[src/design/mpd_pkg.sv]
/*
 * Shared constants for the multiple-press detector: object numbering,
 * sent-value encodings, timer defaults and the tick timebase.
 * Assumes a 100 MHz system clock and one-millisecond tick timing.
 */
// How it works
// - Presses beyond the configured maximum count leave the count at the maximum and send nothing.
// - Only count objects 1 up to the configured maximum are live.
// - Each count object sends on, off, or the inverse of its stored value.
// - With per-press sending, each actuation up to the maximum sends the object for the running count.
// - Without per-press sending, only the final count object is sent.
// - Gap timer restarts on each actuation; on expiry the sequence ends.
// - A long press inside a sequence discards short presses and sends long object.
// - Long object has its own sent value and exists only when enabled.
// - Input n owns object numbers 10n+10 to 10n+19.
// - Offsets: 0 block, 1..4 count objects, 5 long; all one bit.
// - Blocked input ignores changes and pauses long wait but still sends.
// - On unblock a changed input level is processed at once.
// - Manual operation ignores the block and keeps being processed.
// - An input edge acts at once, then edges are ignored for the debounce time.
// - A press lasting the long threshold is classed as long.
// - Polarity setting picks closing or opening as actuation.
package mpd_pkg;

    localparam int          NUM_INPUTS    = 8;
    localparam int          OBJ_BASE      = 10;
    localparam int          OBJ_STEP      = 10;
    localparam logic [2:0]  OFS_BLOCK     = 3'h0;
    localparam logic [2:0]  OFS_FOLD1     = 3'h1;
    localparam logic [2:0]  OFS_LONG      = 3'h5;
    localparam int          MAX_FOLD      = 4;

    // Sent-value selection codes.
    localparam logic [1:0]  SEND_ON       = 2'h0;
    localparam logic [1:0]  SEND_OFF      = 2'h1;
    localparam logic [1:0]  SEND_TOGGLE   = 2'h2;

    // Timer fields are milliseconds.
    localparam int          MS_W          = 14;
    localparam logic [13:0] GAP_DEF_MS    = 14'h01f4;
    localparam logic [13:0] LONG_DEF_MS   = 14'h0258;
    localparam logic [13:0] TIME_MIN_MS   = 14'h012c;
    localparam logic [13:0] TIME_MAX_MS   = 14'h2710;

    // Debounce choices 10/20/30/50/70/100/150 ms, index 0 first.
    localparam logic [55:0] DEB_TABLE_MS  = {8'h96, 8'h64, 8'h46, 8'h32, 8'h1e, 8'h14, 8'h0a};
    localparam logic [2:0]  DEB_MAX_SEL   = 3'h6;

    // Millisecond tick from the system clock.
    localparam int          CLK_FREQ_HZ   = 100_000_000;
    localparam int          TICK_MS       = 1;
    localparam int          TICK_CYCLES   = CLK_FREQ_HZ / 1000 * TICK_MS;

    // Reset values.
    localparam logic        OBJ_RST_VAL   = 1'b0;
    localparam logic        BLOCK_RST_VAL = 1'b0;

endpackage : mpd_pkg

[src/design/multi_press_detector.sv]
/*
 * Eight-input multiple-press detector. Each input counts presses inside
 * a gap time and queues one-bit object telegrams onto a shared sender.
 * Assumes telegrams are accepted on tx_valid_o and tx_ready_i both high,
 * and received object writes arrive as single-cycle rx_valid_i pulses.
 */
`timescale 1ns/1ps
`default_nettype none
module multi_press_detector #(
    parameter int N           = mpd_pkg::NUM_INPUTS,
    parameter int TICK_CYCLES = mpd_pkg::TICK_CYCLES
) (
    input  wire logic         clk_i,
    input  wire logic         rst_i,
    input  wire logic [N-1:0] contact_i,
    input  wire logic [N-1:0] manual_mode_i,
    input  wire logic [N-1:0] manual_level_i,
    input  wire logic [N-1:0] pol_open_i,
    input  wire logic [N-1:0] send_each_i,
    input  wire logic [N-1:0] long_en_i,
    input  wire logic [N-1:0] block_en_i,
    input  wire logic [2*N-1:0] max_fold_i,
    input  wire logic [2*N-1:0] fold_sel_i,
    input  wire logic [2*N-1:0] long_sel_i,
    input  wire logic [3*N-1:0] deb_sel_i,
    input  wire logic [14*N-1:0] gap_ms_i,
    input  wire logic [14*N-1:0] long_ms_i,
    input  wire logic         rx_valid_i,
    input  wire logic [6:0]   rx_obj_i,
    input  wire logic         rx_val_i,
    output logic              tx_valid_o,
    input  wire logic         tx_ready_i,
    output logic [6:0]        tx_obj_o,
    output logic              tx_val_o,
    output logic [N-1:0]      blocked_o
);

    typedef enum logic [3:0] {
        S_IDLE  = 4'b0001,
        S_PRESS = 4'b0010,
        S_GAP   = 4'b0100,
        S_LONG  = 4'b1000
    } press_state_t;

    // ************************************************************
    // Millisecond tick
    // ************************************************************
    logic [31:0] tick_cnt_q;
    logic        tick_q;

    always_ff @(posedge clk_i) begin
        if (rst_i) begin
            tick_cnt_q <= 32'h0;
            tick_q     <= 1'b0;
        end else if (tick_cnt_q == 32'(TICK_CYCLES - 1)) begin
            tick_cnt_q <= 32'h0;
            tick_q     <= 1'b1;
        end else begin
            tick_cnt_q <= tick_cnt_q + 32'h1;
            tick_q     <= 1'b0;
        end
    end

    function automatic logic sent_value(input logic [1:0] sel, input logic stored);
        logic v;
        v = 1'b0;
        if (sel == mpd_pkg::SEND_ON) begin
            v = 1'b1;
        end else if (sel == mpd_pkg::SEND_TOGGLE) begin
            v = ~stored;
        end
        return v;
    endfunction : sent_value

    function automatic logic [13:0] clamp_ms(input logic [13:0] ms);
        logic [13:0] r;
        r = ms;
        if (ms < mpd_pkg::TIME_MIN_MS) begin
            r = mpd_pkg::TIME_MIN_MS;
        end else if (ms > mpd_pkg::TIME_MAX_MS) begin
            r = mpd_pkg::TIME_MAX_MS;
        end
        return r;
    endfunction : clamp_ms

    // ************************************************************
    // Telegram sender
    // ************************************************************
    logic [N-1:0] pend_q;
    logic [N-1:0] grant;
    logic [2:0]   pend_ofs_q [N];
    logic         pend_val_q [N];
    logic         load;
    logic [6:0]   sel_obj;
    logic         sel_val;

    assign load = ~tx_valid_o | tx_ready_i;

    always_comb begin
        grant   = '0;
        sel_obj = 7'h0;
        sel_val = 1'b0;
        for (int i = N - 1; i >= 0; i--) begin
            if (pend_q[i]) begin
                grant   = '0;
                grant[i] = load;
                sel_obj = 7'(mpd_pkg::OBJ_BASE + i * mpd_pkg::OBJ_STEP)
                          + {4'h0, pend_ofs_q[i]};
                sel_val = pend_val_q[i];
            end
        end
    end

    always_ff @(posedge clk_i) begin
        if (rst_i) begin
            tx_valid_o <= 1'b0;
            tx_obj_o   <= 7'h0;
            tx_val_o   <= 1'b0;
        end else if (load) begin
            tx_valid_o <= |pend_q;
            tx_obj_o   <= sel_obj;
            tx_val_o   <= sel_val;
        end
    end

    // ************************************************************
    // Per-input press logic
    // ************************************************************
    for (genvar c = 0; c < N; c++) begin : g_ch
        logic         filt_level;
        logic         src_level;
        logic         eff_q;
        logic         block_q;
        logic         blocked;
        logic         edge_now;
        logic         pressed;
        logic         press_edge;
        logic         rel_edge;
        press_state_t st_q;
        press_state_t st_d;
        logic [2:0]   cnt_q;
        logic [2:0]   cnt_d;
        logic [2:0]   max_cnt;
        logic [13:0]  tmr_q;
        logic [13:0]  tmr_d;
        logic [13:0]  gap_ms;
        logic [13:0]  long_ms;
        logic [5:1]   obj_q;
        logic         req;
        logic [2:0]   req_ofs;
        logic         req_val;
        logic         rx_hit;
        logic [2:0]   rx_ofs;
        logic [7:0]   deb_ms;
        logic [2:0]   deb_sel;

        assign deb_sel = (deb_sel_i[3*c +: 3] > mpd_pkg::DEB_MAX_SEL) ?
                         mpd_pkg::DEB_MAX_SEL : deb_sel_i[3*c +: 3];
        assign deb_ms  = mpd_pkg::DEB_TABLE_MS[8*deb_sel +: 8];

        contact_filter u_filt (
            .clk_i    (clk_i),
            .rst_i    (rst_i),
            .tick_i   (tick_q),
            .raw_i    (contact_i[c]),
            .deb_ms_i (deb_ms),
            .level_o  (filt_level)
        );

        // Manual operation bypasses the block entirely.
        assign src_level = manual_mode_i[c] ? manual_level_i[c] : filt_level;
        assign blocked   = block_q & block_en_i[c] & ~manual_mode_i[c];
        assign blocked_o[c] = blocked;
        // The held level differs from the source after unblock, so it is taken at once.
        assign edge_now  = ~blocked & (src_level != eff_q);
        assign pressed   = src_level ^ pol_open_i[c];
        assign press_edge = edge_now & pressed;
        assign rel_edge   = edge_now & ~pressed;
        assign max_cnt   = {1'b0, max_fold_i[2*c +: 2]} + 3'h1;
        assign gap_ms    = clamp_ms(gap_ms_i[14*c +: 14]);
        assign long_ms   = clamp_ms(long_ms_i[14*c +: 14]);

        assign rx_ofs = 3'(rx_obj_i - 7'(mpd_pkg::OBJ_BASE + c * mpd_pkg::OBJ_STEP));
        assign rx_hit = rx_valid_i
                      && rx_obj_i >= 7'(mpd_pkg::OBJ_BASE + c * mpd_pkg::OBJ_STEP)
                      && rx_obj_i <  7'(mpd_pkg::OBJ_BASE + c * mpd_pkg::OBJ_STEP
                                        + mpd_pkg::OBJ_STEP);

        always_comb begin
            st_d    = st_q;
            cnt_d   = cnt_q;
            tmr_d   = tmr_q;
            req     = 1'b0;
            req_ofs = mpd_pkg::OFS_FOLD1;
            req_val = 1'b0;
            if (tick_q && tmr_q != 14'h3fff) begin
                tmr_d = tmr_q + 14'h1;
            end
            case (st_q)
                S_IDLE: begin
                    if (press_edge) begin
                        st_d  = S_PRESS;
                        cnt_d = 3'h1;
                        tmr_d = 14'h0;
                        if (send_each_i[c]) begin
                            req     = 1'b1;
                            req_ofs = mpd_pkg::OFS_FOLD1;
                            req_val = sent_value(fold_sel_i[2*c +: 2], obj_q[1]);
                        end
                    end
                end
                S_PRESS: begin
                    if (blocked) begin
                        tmr_d = tmr_q;
                    end
                    if (rel_edge) begin
                        st_d  = S_GAP;
                        tmr_d = 14'h0;
                    end else if (long_en_i[c] && tmr_q >= long_ms) begin
                        st_d    = S_LONG;
                        cnt_d   = 3'h0;
                        req     = 1'b1;
                        req_ofs = mpd_pkg::OFS_LONG;
                        req_val = sent_value(long_sel_i[2*c +: 2], obj_q[5]);
                    end
                end
                S_GAP: begin
                    if (press_edge) begin
                        st_d  = S_PRESS;
                        tmr_d = 14'h0;
                        if (cnt_q < max_cnt) begin
                            cnt_d = cnt_q + 3'h1;
                            if (send_each_i[c]) begin
                                req     = 1'b1;
                                req_ofs = cnt_q + mpd_pkg::OFS_FOLD1;
                                req_val = sent_value(fold_sel_i[2*c +: 2], obj_q[cnt_q + 3'h1]);
                            end
                        end
                    end else if (tmr_q >= gap_ms) begin
                        st_d = S_IDLE;
                        if (!send_each_i[c]) begin
                            req     = 1'b1;
                            req_ofs = cnt_q;
                            req_val = sent_value(fold_sel_i[2*c +: 2], obj_q[cnt_q]);
                        end
                    end
                end
                S_LONG: begin
                    if (rel_edge) begin
                        st_d = S_IDLE;
                    end
                end
                default: begin
                    st_d = S_IDLE;
                end
            endcase
        end

        always_ff @(posedge clk_i) begin
            if (rst_i) begin
                st_q  <= S_IDLE;
                cnt_q <= 3'h0;
                tmr_q <= 14'h0;
                eff_q <= 1'b0;
            end else begin
                st_q  <= st_d;
                cnt_q <= cnt_d;
                tmr_q <= tmr_d;
                if (edge_now) begin
                    eff_q <= src_level;
                end
            end
        end

        // Stored object values; a local send overrides a received write.
        always_ff @(posedge clk_i) begin
            if (rst_i || !block_en_i[c]) begin
                block_q <= mpd_pkg::BLOCK_RST_VAL;
            end else if (rx_hit && rx_ofs == mpd_pkg::OFS_BLOCK) begin
                block_q <= rx_val_i;
            end
        end

        for (genvar k = 1; k <= mpd_pkg::MAX_FOLD + 1; k++) begin : g_obj
            logic live;
            assign live = (k == mpd_pkg::MAX_FOLD + 1) ? long_en_i[c]
                        : (3'(k) <= max_cnt);
            always_ff @(posedge clk_i) begin
                if (rst_i) begin
                    obj_q[k] <= mpd_pkg::OBJ_RST_VAL;
                end else if (req && req_ofs == 3'(k)) begin
                    obj_q[k] <= req_val;
                end else if (rx_hit && live && rx_ofs == 3'(k)) begin
                    obj_q[k] <= rx_val_i;
                end
            end
        end

        // A new request in the grant cycle stays pending.
        always_ff @(posedge clk_i) begin
            if (rst_i) begin
                pend_q[c]     <= 1'b0;
                pend_ofs_q[c] <= 3'h0;
                pend_val_q[c] <= 1'b0;
            end else if (req) begin
                pend_q[c]     <= 1'b1;
                pend_ofs_q[c] <= req_ofs;
                pend_val_q[c] <= req_val;
            end else if (grant[c]) begin
                pend_q[c]     <= 1'b0;
            end
        end
    end

endmodule : multi_press_detector
`default_nettype wire

[src/design/contact_filter.sv]
/*
 * One input front end: two-flop synchroniser and edge debounce.
 * Assumes a one-cycle millisecond tick on the same clock.
 */
`timescale 1ns/1ps
`default_nettype none
module contact_filter (
    input  wire logic       clk_i,
    input  wire logic       rst_i,
    input  wire logic       tick_i,
    input  wire logic       raw_i,
    input  wire logic [7:0] deb_ms_i,
    output logic            level_o
);

    logic       sync1_q;
    logic       sync2_q;
    logic [7:0] deb_q;
    logic       accept;

    // A new level is taken at once; the hold window then masks bounce.
    assign accept = (deb_q == 8'h00) && (sync2_q != level_o);

    always_ff @(posedge clk_i) begin
        if (rst_i) begin
            sync1_q <= 1'b0;
            sync2_q <= 1'b0;
        end else begin
            sync1_q <= raw_i;
            sync2_q <= sync1_q;
        end
    end

    always_ff @(posedge clk_i) begin
        if (rst_i) begin
            level_o <= 1'b0;
            deb_q   <= 8'h00;
        end else if (accept) begin
            level_o <= sync2_q;
            deb_q   <= deb_ms_i;
        end else if (tick_i && deb_q != 8'h00) begin
            deb_q   <= deb_q - 8'h01;
        end
    end

endmodule : contact_filter
`default_nettype wire

[config.mk]
export PLATFORM = sky130hd
export DESIGN_NAME = multi_press_detector
export DESIGN_NICKNAME = d
export VERILOG_FILES = /design/src/design/mpd_pkg.sv /design/src/design/multi_press_detector.sv /design/src/design/contact_filter.sv
export SDC_FILE = /design/constraint.sdc
export NUM_CORES = 2
export LEC_CHECK = 0
export BUFFER_PORTS_ARGS = -buffer_cell sky130_fd_sc_hd__buf_2
export CORE_MARGIN = 2
export CORE_UTILIZATION = 60
export CTS_CLUSTER_SIZE = 30
export DETAILED_ROUTE_END_ITERATION = 7
export PLACE_DENSITY = 0.9
export SETUP_SLACK_MARGIN = 0.1
export SLEW_MARGIN = 20
export SYNTH_ARGS = -nofsm -noshare
export SYNTH_HDL_FRONTEND = slang
export SYNTH_HIERARCHICAL = 1
export SYNTH_SLANG_ARGS = --single-unit
[constraint.sdc]
create_clock -name clk_i -period 6.1 [get_ports clk_i]
set_input_delay 0.915 -clock clk_i [delete_from_list [all_inputs] [get_ports clk_i]]
set_output_delay 0.915 -clock clk_i [all_outputs]
set_load 0.005 [all_outputs]
# --- After elaboration in Yosys (flattened, before gate mapping) ---
# Memories as Yosys holds them, arrays and structs flattened.
# Index checks and enable logic that the tools add are counted.
totals:
  memories: 2
  mem_bits_rw: 32
  register_bits: 362
  input_bits: 364
mem_list:
  columns: ["name", "depth", "width", "read_ports", "rd_clocked_by_memory_dff", "wr", "line_no", "rtl"]
  rows:
  - ["pend_ofs_q", 8, 3, 8, 0, 8, "multi_press_detector.sv:91", "logic [2:0] pend_ofs_q [N];"]
  - ["pend_val_q", 8, 1, 8, 0, 8, "multi_press_detector.sv:92", "logic pend_val_q [N];"]
classes:
  muxes: 683
  magnitude_cmp: 128
  addsub: 49
  shifts: 8
  n_reduce_logical: 322
  eq_ne: 225
  bitwise_logic: 122
op_table:
  columns: ["op", "n"]
  rows:
  - ["$mux W14", 64]
  - ["$shiftx A56 B7 Y8 const A", 8]
  - ["$mux W1", 363]
  - ["$mux W3", 112]
  - ["$ge A14 B14 Y1", 16]
  - ["$gt A14 B14 Y1 const B", 16]
  - ["$lt A14 B9 Y1 const B", 16]
  - ["$pmux W14 S2", 8]
  - ["$mux W4", 48]
  - ["$mux W8", 24]
  - ["$logic_and A1 B1 Y1", 176]
  - ["$pmux W4 S4", 8]
  - ["$add A14 B1 Y14 const B", 8]
  - ["$ne A14 B14 Y1 const B", 8]
  - ["$reduce_bool A2 Y1", 56]
  - ["$eq A3 B2 Y1 const B", 32]
  - ["$eq A3 B3 Y1 const B", 32]
  - ["$ne A2 B2 Y1 const B", 48]
  - ["$ne A3 B3 Y1 const B", 24]
  - ["$pmux W3 S3", 8]
  - ["$logic_not A8 Y1", 8]
  - ["$lt A3 B4 Y1 const B", 16]
  - ["$reduce_bool A8 Y1", 8]
  - ["$sub A8 B1 Y8 const B", 8]
  - ["other kinds (47)", 422]

# --- Longest topological paths before layout ---
depth:
  ltp_word: 12
  ltp_mapped: 16

# --- Hierarchy ---
# The synthesis kept the hierarchy.
by_module_without_submodules:
  columns: ["mod", "cells_per_inst", "instances", "seq_area_each_um2", "area_per_inst_um2"]
  rows:
  - ["multi_press_detector", 3417, 1, 6446.2, 26751.9]
  - ["contact_filter", 77, 8, 220.2, 635.6]

# --- Least setup slack after synthesis ---
# OpenSTA, ideal clock, no wires.
synth_path:
  path_kind: "input to register"
  startpoint: "input gap_ms_i[12]"
  endpoint: "memory pend_ofs_q[0][0] (enable)"
  required_ps: 5810
  slack_ps: 1558
  setup_time_ps: 290
  path_buffers: 0
  t_arrival_ps: 4252
  path_stages: 13
  path_cell_list: "or2_2 > or4_1 > a21oi_1 > nor2b_1 > and2_1 > ha_1 > nand2b_1 > a31oi_1 > o21ai_0 > a311oi_1 > nor3_1 > nor3_1 > nand2_1"
synth_rtl:
  columns: ["element", "line_no", "rtl"]
  rows:
  - ["start, declared", "multi_press_detector.sv:26", "input wire logic [14*N-1:0] gap_ms_i,"]
  - ["end, declared", "multi_press_detector.sv:91", null]

# --- Worst setup path in the final report ---
layout_path:
  startpoint: "input gap_ms_i[68]"
  endpoint: "register g_ch[4].obj_q[1] in the netlist's numbering"
layout_between:
  elab_chain_cells: 10
layout_lines:
  columns: ["element", "line_no", "rtl"]
  rows:
  - ["$gt A14 B14 Y1", "multi_press_detector.sv:80", "end else if (ms > mpd_pkg::TIME_MAX_MS) begin"]
  - ["$mux W14", "multi_press_detector.sv:80", null]
  - ["$mux W14 *", "multi_press_detector.sv:78", "if (ms < mpd_pkg::TIME_MIN_MS) begin"]
  - ["$ge A14 B14 Y1 *", "multi_press_detector.sv:239", "end else if (tmr_q >= gap_ms) begin"]
  - ["$mux W3", "multi_press_detector.sv:239", null]
  - ["$mux W3", "multi_press_detector.sv:228", "if (press_edge) begin"]
  - ["$pmux W3 S2", "multi_press_detector.sv:199", "case (st_q)"]
  - ["$eq A3 B1 Y1", "multi_press_detector.sv:291", "end else if (req && req_ofs == 3'(k)) begin"]
  - ["$logic_and A1 B1 Y1", "multi_press_detector.sv:291", null]
  - ["$mux W1 or $reduce_bool A2 Y1 (tied branches)", null, null]
  - ["end signal, assigned by index", "multi_press_detector.sv:290", "obj_q[k] <= mpd_pkg::OBJ_RST_VAL;"]
  - ["end signal, assigned by index", "multi_press_detector.sv:292", "obj_q[k] <= req_val;"]
  - ["end signal, assigned by index", "multi_press_detector.sv:294", "obj_q[k] <= rx_val_i;"]
  - ["end, declared", "multi_press_detector.sv:148", "logic [5:1] obj_q;"]
# Mark *: on every way between the ends. The rest lies on a longest branch, timed or not.
# A chain may end at the register's enable or synchronous reset.

==> out/qor.yml <==
pwr:
  p_leak_nw: 14.9
  p_per_area_nw_per_um2: 213
  peakVddDrop_uv: 188
global_route:
  grt_pass1_wl_um: 141000
  grt_max_degree: 84
  grt_overflow: 0
  grt_pass1_vias: 29221
  antenna_found_initial: 30
  grt_usage: 0.309
worst_setup_path:
  reg2reg_from: "g_ch[4].tmr_q[3]$_SDFFE_PP0P_"
  worst-setup-path-type: "in2reg"
  reg2reg_depth: 9
  cp_max_fo: 8
  worstPathRequired_ns: 6.57
  worstReg2RegEnd: "g_ch[4].obj_q[1]$_SDFFE_PP0P_"
  timing.reg2reg.setup_slack_ns: 2.59
  end_kind: "flip-flop"
  start_kind: "input pin"
  cp.arrival_ns: 5.22
job:
  drv_cap: 0
sta:
  fin_ws_ns: 1.35
  rsz0062_at_grt: "no"
  final.setup.tns_ns: 0
  fin_skew_ns: 0.0216
  finalMaxSlewViolations: 0
  fin_crit_ns: 4.75
  max-slew-margin-rel: 0.237
  worstMarginPinSlew_ns: 1.14
  timing.final.crit_share: 0.779
  setup_viol: 0
  hold_violations: 0
  hold_slack_ns: 0.434
  max_freq_mhz: 211
clock_network:
  cts.reportedPaths.clkPinSlew_ns: 0.06
  cts_buffers: 44
  insertion_delay_ns: 0.59
  ctsLongestPathBuffers: 3
  cts_resized: 0
  cts.root.buffer_cell: "clkbuf_16"
  h-tree-depth: 2
  cts_sinks: 394
  ctsHoldBuffers: 0
  cts_tree: "yes"
  post_cts_buffers: 0
floorplan:
  fp.dieW_um: 234
  die_h_um: 234
  row_count: 84
  initial_utilization: 0.606
  ios: 381
  fp.coreArea_sq_um: 52600
  die_area_sq_um: 54900
worst_hold_path:
  min_from: "g_ch[4].u_filt/sync1_q$_SDFF_PP0_"
  holdPathStages: 1
  hp-class: "reg2reg"
  hold_path_end: "g_ch[4].u_filt/sync2_q$_SDFF_PP0_"
route:
  drt-wirelength-per-cell_um: 17.2
  vias: 31613
  wirelength_um: 87800
  initialDrtViolationCount: 2492
  drc_errors: 0
  final_antenna_net_count: 0
  dr.pass1.iters: 7
  via_per_inst: 6.21
placement:
  gp_congestion: 0.962
  dp_slack_ns: 0.861
  portBuffers: 380
  dp_hpwl_um: 67000
  dp_cells: 4993
yosys:
  synth_top_family_by_area: "simple AND/OR/NAND/NOR gates"
  synth_edf_count: 32
  synth_cell_types: 105
  netlist_instances: 4033
  netlist_top_cells_area: "dfxtp_1, ha_1, a21oi_1, nor2_1, nand2_1"
  synth_compound_area_frac: 0.211
  synth_top_area_cell: "dfxtp_1"
  synth_top_area_frac: 0.228
  netlist_area_sq_um: 31800
  synthAdderAreaFrac: 0.131
  muxShareOfSynthArea: 0.0439
  synth_ff_type: "dfxtp_1"
  synthArstFlopShare: 0
  synth-xor-area-share: 0.0426
  synthSimpleGateAreaFrac: 0.273
  synth-seq-cells: 394
  syn_avg_cell_area_sq_um: 7.89
  seq_area_frac_synth: 0.258
  yosysWarnings: 6
finish:
  fin_nets: 5049
  final_core_util: 0.679
  instances_no_fill: 5092
  syn_to_final_growth_pct: 12.1
  layout-drive-gt1-share: 0.143
outcome:
  status: "finished, final reports clean"
[routing by layer]
metal / GRT usage / vias to the layer above / part of all wire
li1: - / 15506 / -
met1: 0.388 / 14707 / 0.42
met2: 0.519 / 1133 / 0.47
met3: 0.0553 / 241 / 0.076
met4: 0.131 / 26 / 0.038
met5: 0 / - / 0.0018
[per-stage QoR]
stage	power (W)	area, sq um
after CTS	0.00758	35600
final	0.00759	35700
after detailed placement	0.00485	34200
after floorplan	0.00433	31900
after global placement	0.00479	34200
after global routing	0.00797	35700
[layout by cell type, fill, tap and decap left out, drive strengths merged, types with 18 or more instances in the layout]
master,synthesis,final
nor2,449,449
buf,35,389
nand2,374,374
dfxtp,362,362
a21oi,341,341
ha,334,334
o21ai,201,201
inv,192,195
nand3,179,179
xor2,99,99
nand4,91,91
mux2i,90,90
nor3,88,88
nor2b,67,67
clkbuf,90,61
xnor2,55,55
nand2b,54,54
or3,52,52
and2,51,51
a211oi,49,49
a31oi,43,43
mux2,43,43
a21o,40,40
and3,40,40
nor4,38,38
or4,35,35
or2,33,33
nor3b,33,33
edfxtp,32,32
nor4b,31,31
o41ai,28,28
o211ai,28,28
a211o,26,26
nand3b,24,24
a21boi,20,20
o21bai,20,20
a221oi,19,19
diode,0,18
[area by class of cell]
class,count,area (sq um)
clock buffer,60,1240
tap,688,861
sequential,394,8210
antenna,18,45.0
fill,4280,16900
timing repair buffer,390,1990
inverter,192,721
multi-input combinational,3329,22400
clock inverter,21,226
[Yosys cell counts (41+ instances only)]
cell type / number
nor3_1: 86
o21ai_0: 198
nand4_1: 91
a31oi_1: 42
nand3_1: 179
xnor2_1: 55
nor2b_1: 67
a211oi_1: 49
ha_1: 334
a21oi_1: 338
mux2i_1: 88
xor2_1: 98
nand2_1: 374
nor2_1: 446
dfxtp_1: 362
or3_1: 41
and2_1: 51
clkbuf_1: 90
inv_1: 192
nand2b_1: 54
[state kept, by name, indices dropped and copies added (netlist names), 8 cells and up]
name	count
g_ch.tmr_q	112
g_ch.u_filt/deb_q	64
g_ch.obj_q	40
g_ch.st_q	32
tick_cnt_q	32
g_ch.cnt_q	24
pend_ofs_q	24
g_ch.block_q	8
g_ch.eff_q	8
g_ch.u_filt/level_o	8
g_ch.u_filt/sync1_q	8
g_ch.u_filt/sync2_q	8
pend_q	8
pend_val_q	8
[report_power, final]
part	switching [W]	internal, W	total, W
clock	0.00113	0.00160	0.00274
combinational	0.00112	0.000768	0.00189
sequential	0.000212	0.00275	0.00297
[critical path: stages]
cell and delay (ns):
buf_2 0.10, or2_2 0.30, nor4_1 0.31, a21boi_0 0.45, nor2_1 0.14, and2_1 0.19, ha_1 0.26, nand2b_1 0.14
a21oi_1 0.14, o211ai_1 0.11, a2111oi_2 0.77, o221ai_1 0.28, a21oi_1 0.50, nor3b_1 0.26, mux2_2 0.36
[how the worst max path moves through the flow]
| stage | start | end | slack, ns | cells past startpoint |
|---|---|---|---|---|
| after global routing | gap_ms_i[45] | g_ch[3].obj_q[5]$_SDFFE_PP0P_ | 0.91 | 16 |
| after global placement | long_ms_i[110] | g_ch[7].obj_q[3]$_SDFFE_PP0P_ | 0.88 | 14 |
| after floorplan | gap_ms_i[12] | pend_ofs_q[0][0]$_SDFFCE_PN0P_ | 1.56 | 13 |
| after CTS | gap_ms_i[68] | g_ch[4].obj_q[1]$_SDFFE_PP0P_ | 1.43 | 15 |
| after detailed placement | long_ms_i[110] | g_ch[7].obj_q[3]$_SDFFE_PP0P_ | 0.86 | 14 |
| final | gap_ms_i[68] | g_ch[4].obj_q[1]$_SDFFE_PP0P_ | 1.35 | 15 |
[cells by family (layout without fill, tap and decap cells)]
group	count (synthesis)	after routing
AO/OA/AOI/OAI	1012	1012
XOR/XNOR	154	154
adder cells (fa/ha/maj)	334	334
buffers and inverters	317	663
flip-flops	394	394
multiplexers	133	133
other	1	26
AND/OR/NAND/NOR	1688	1688
No activity file was read; power rests on OpenSTA's default activity.
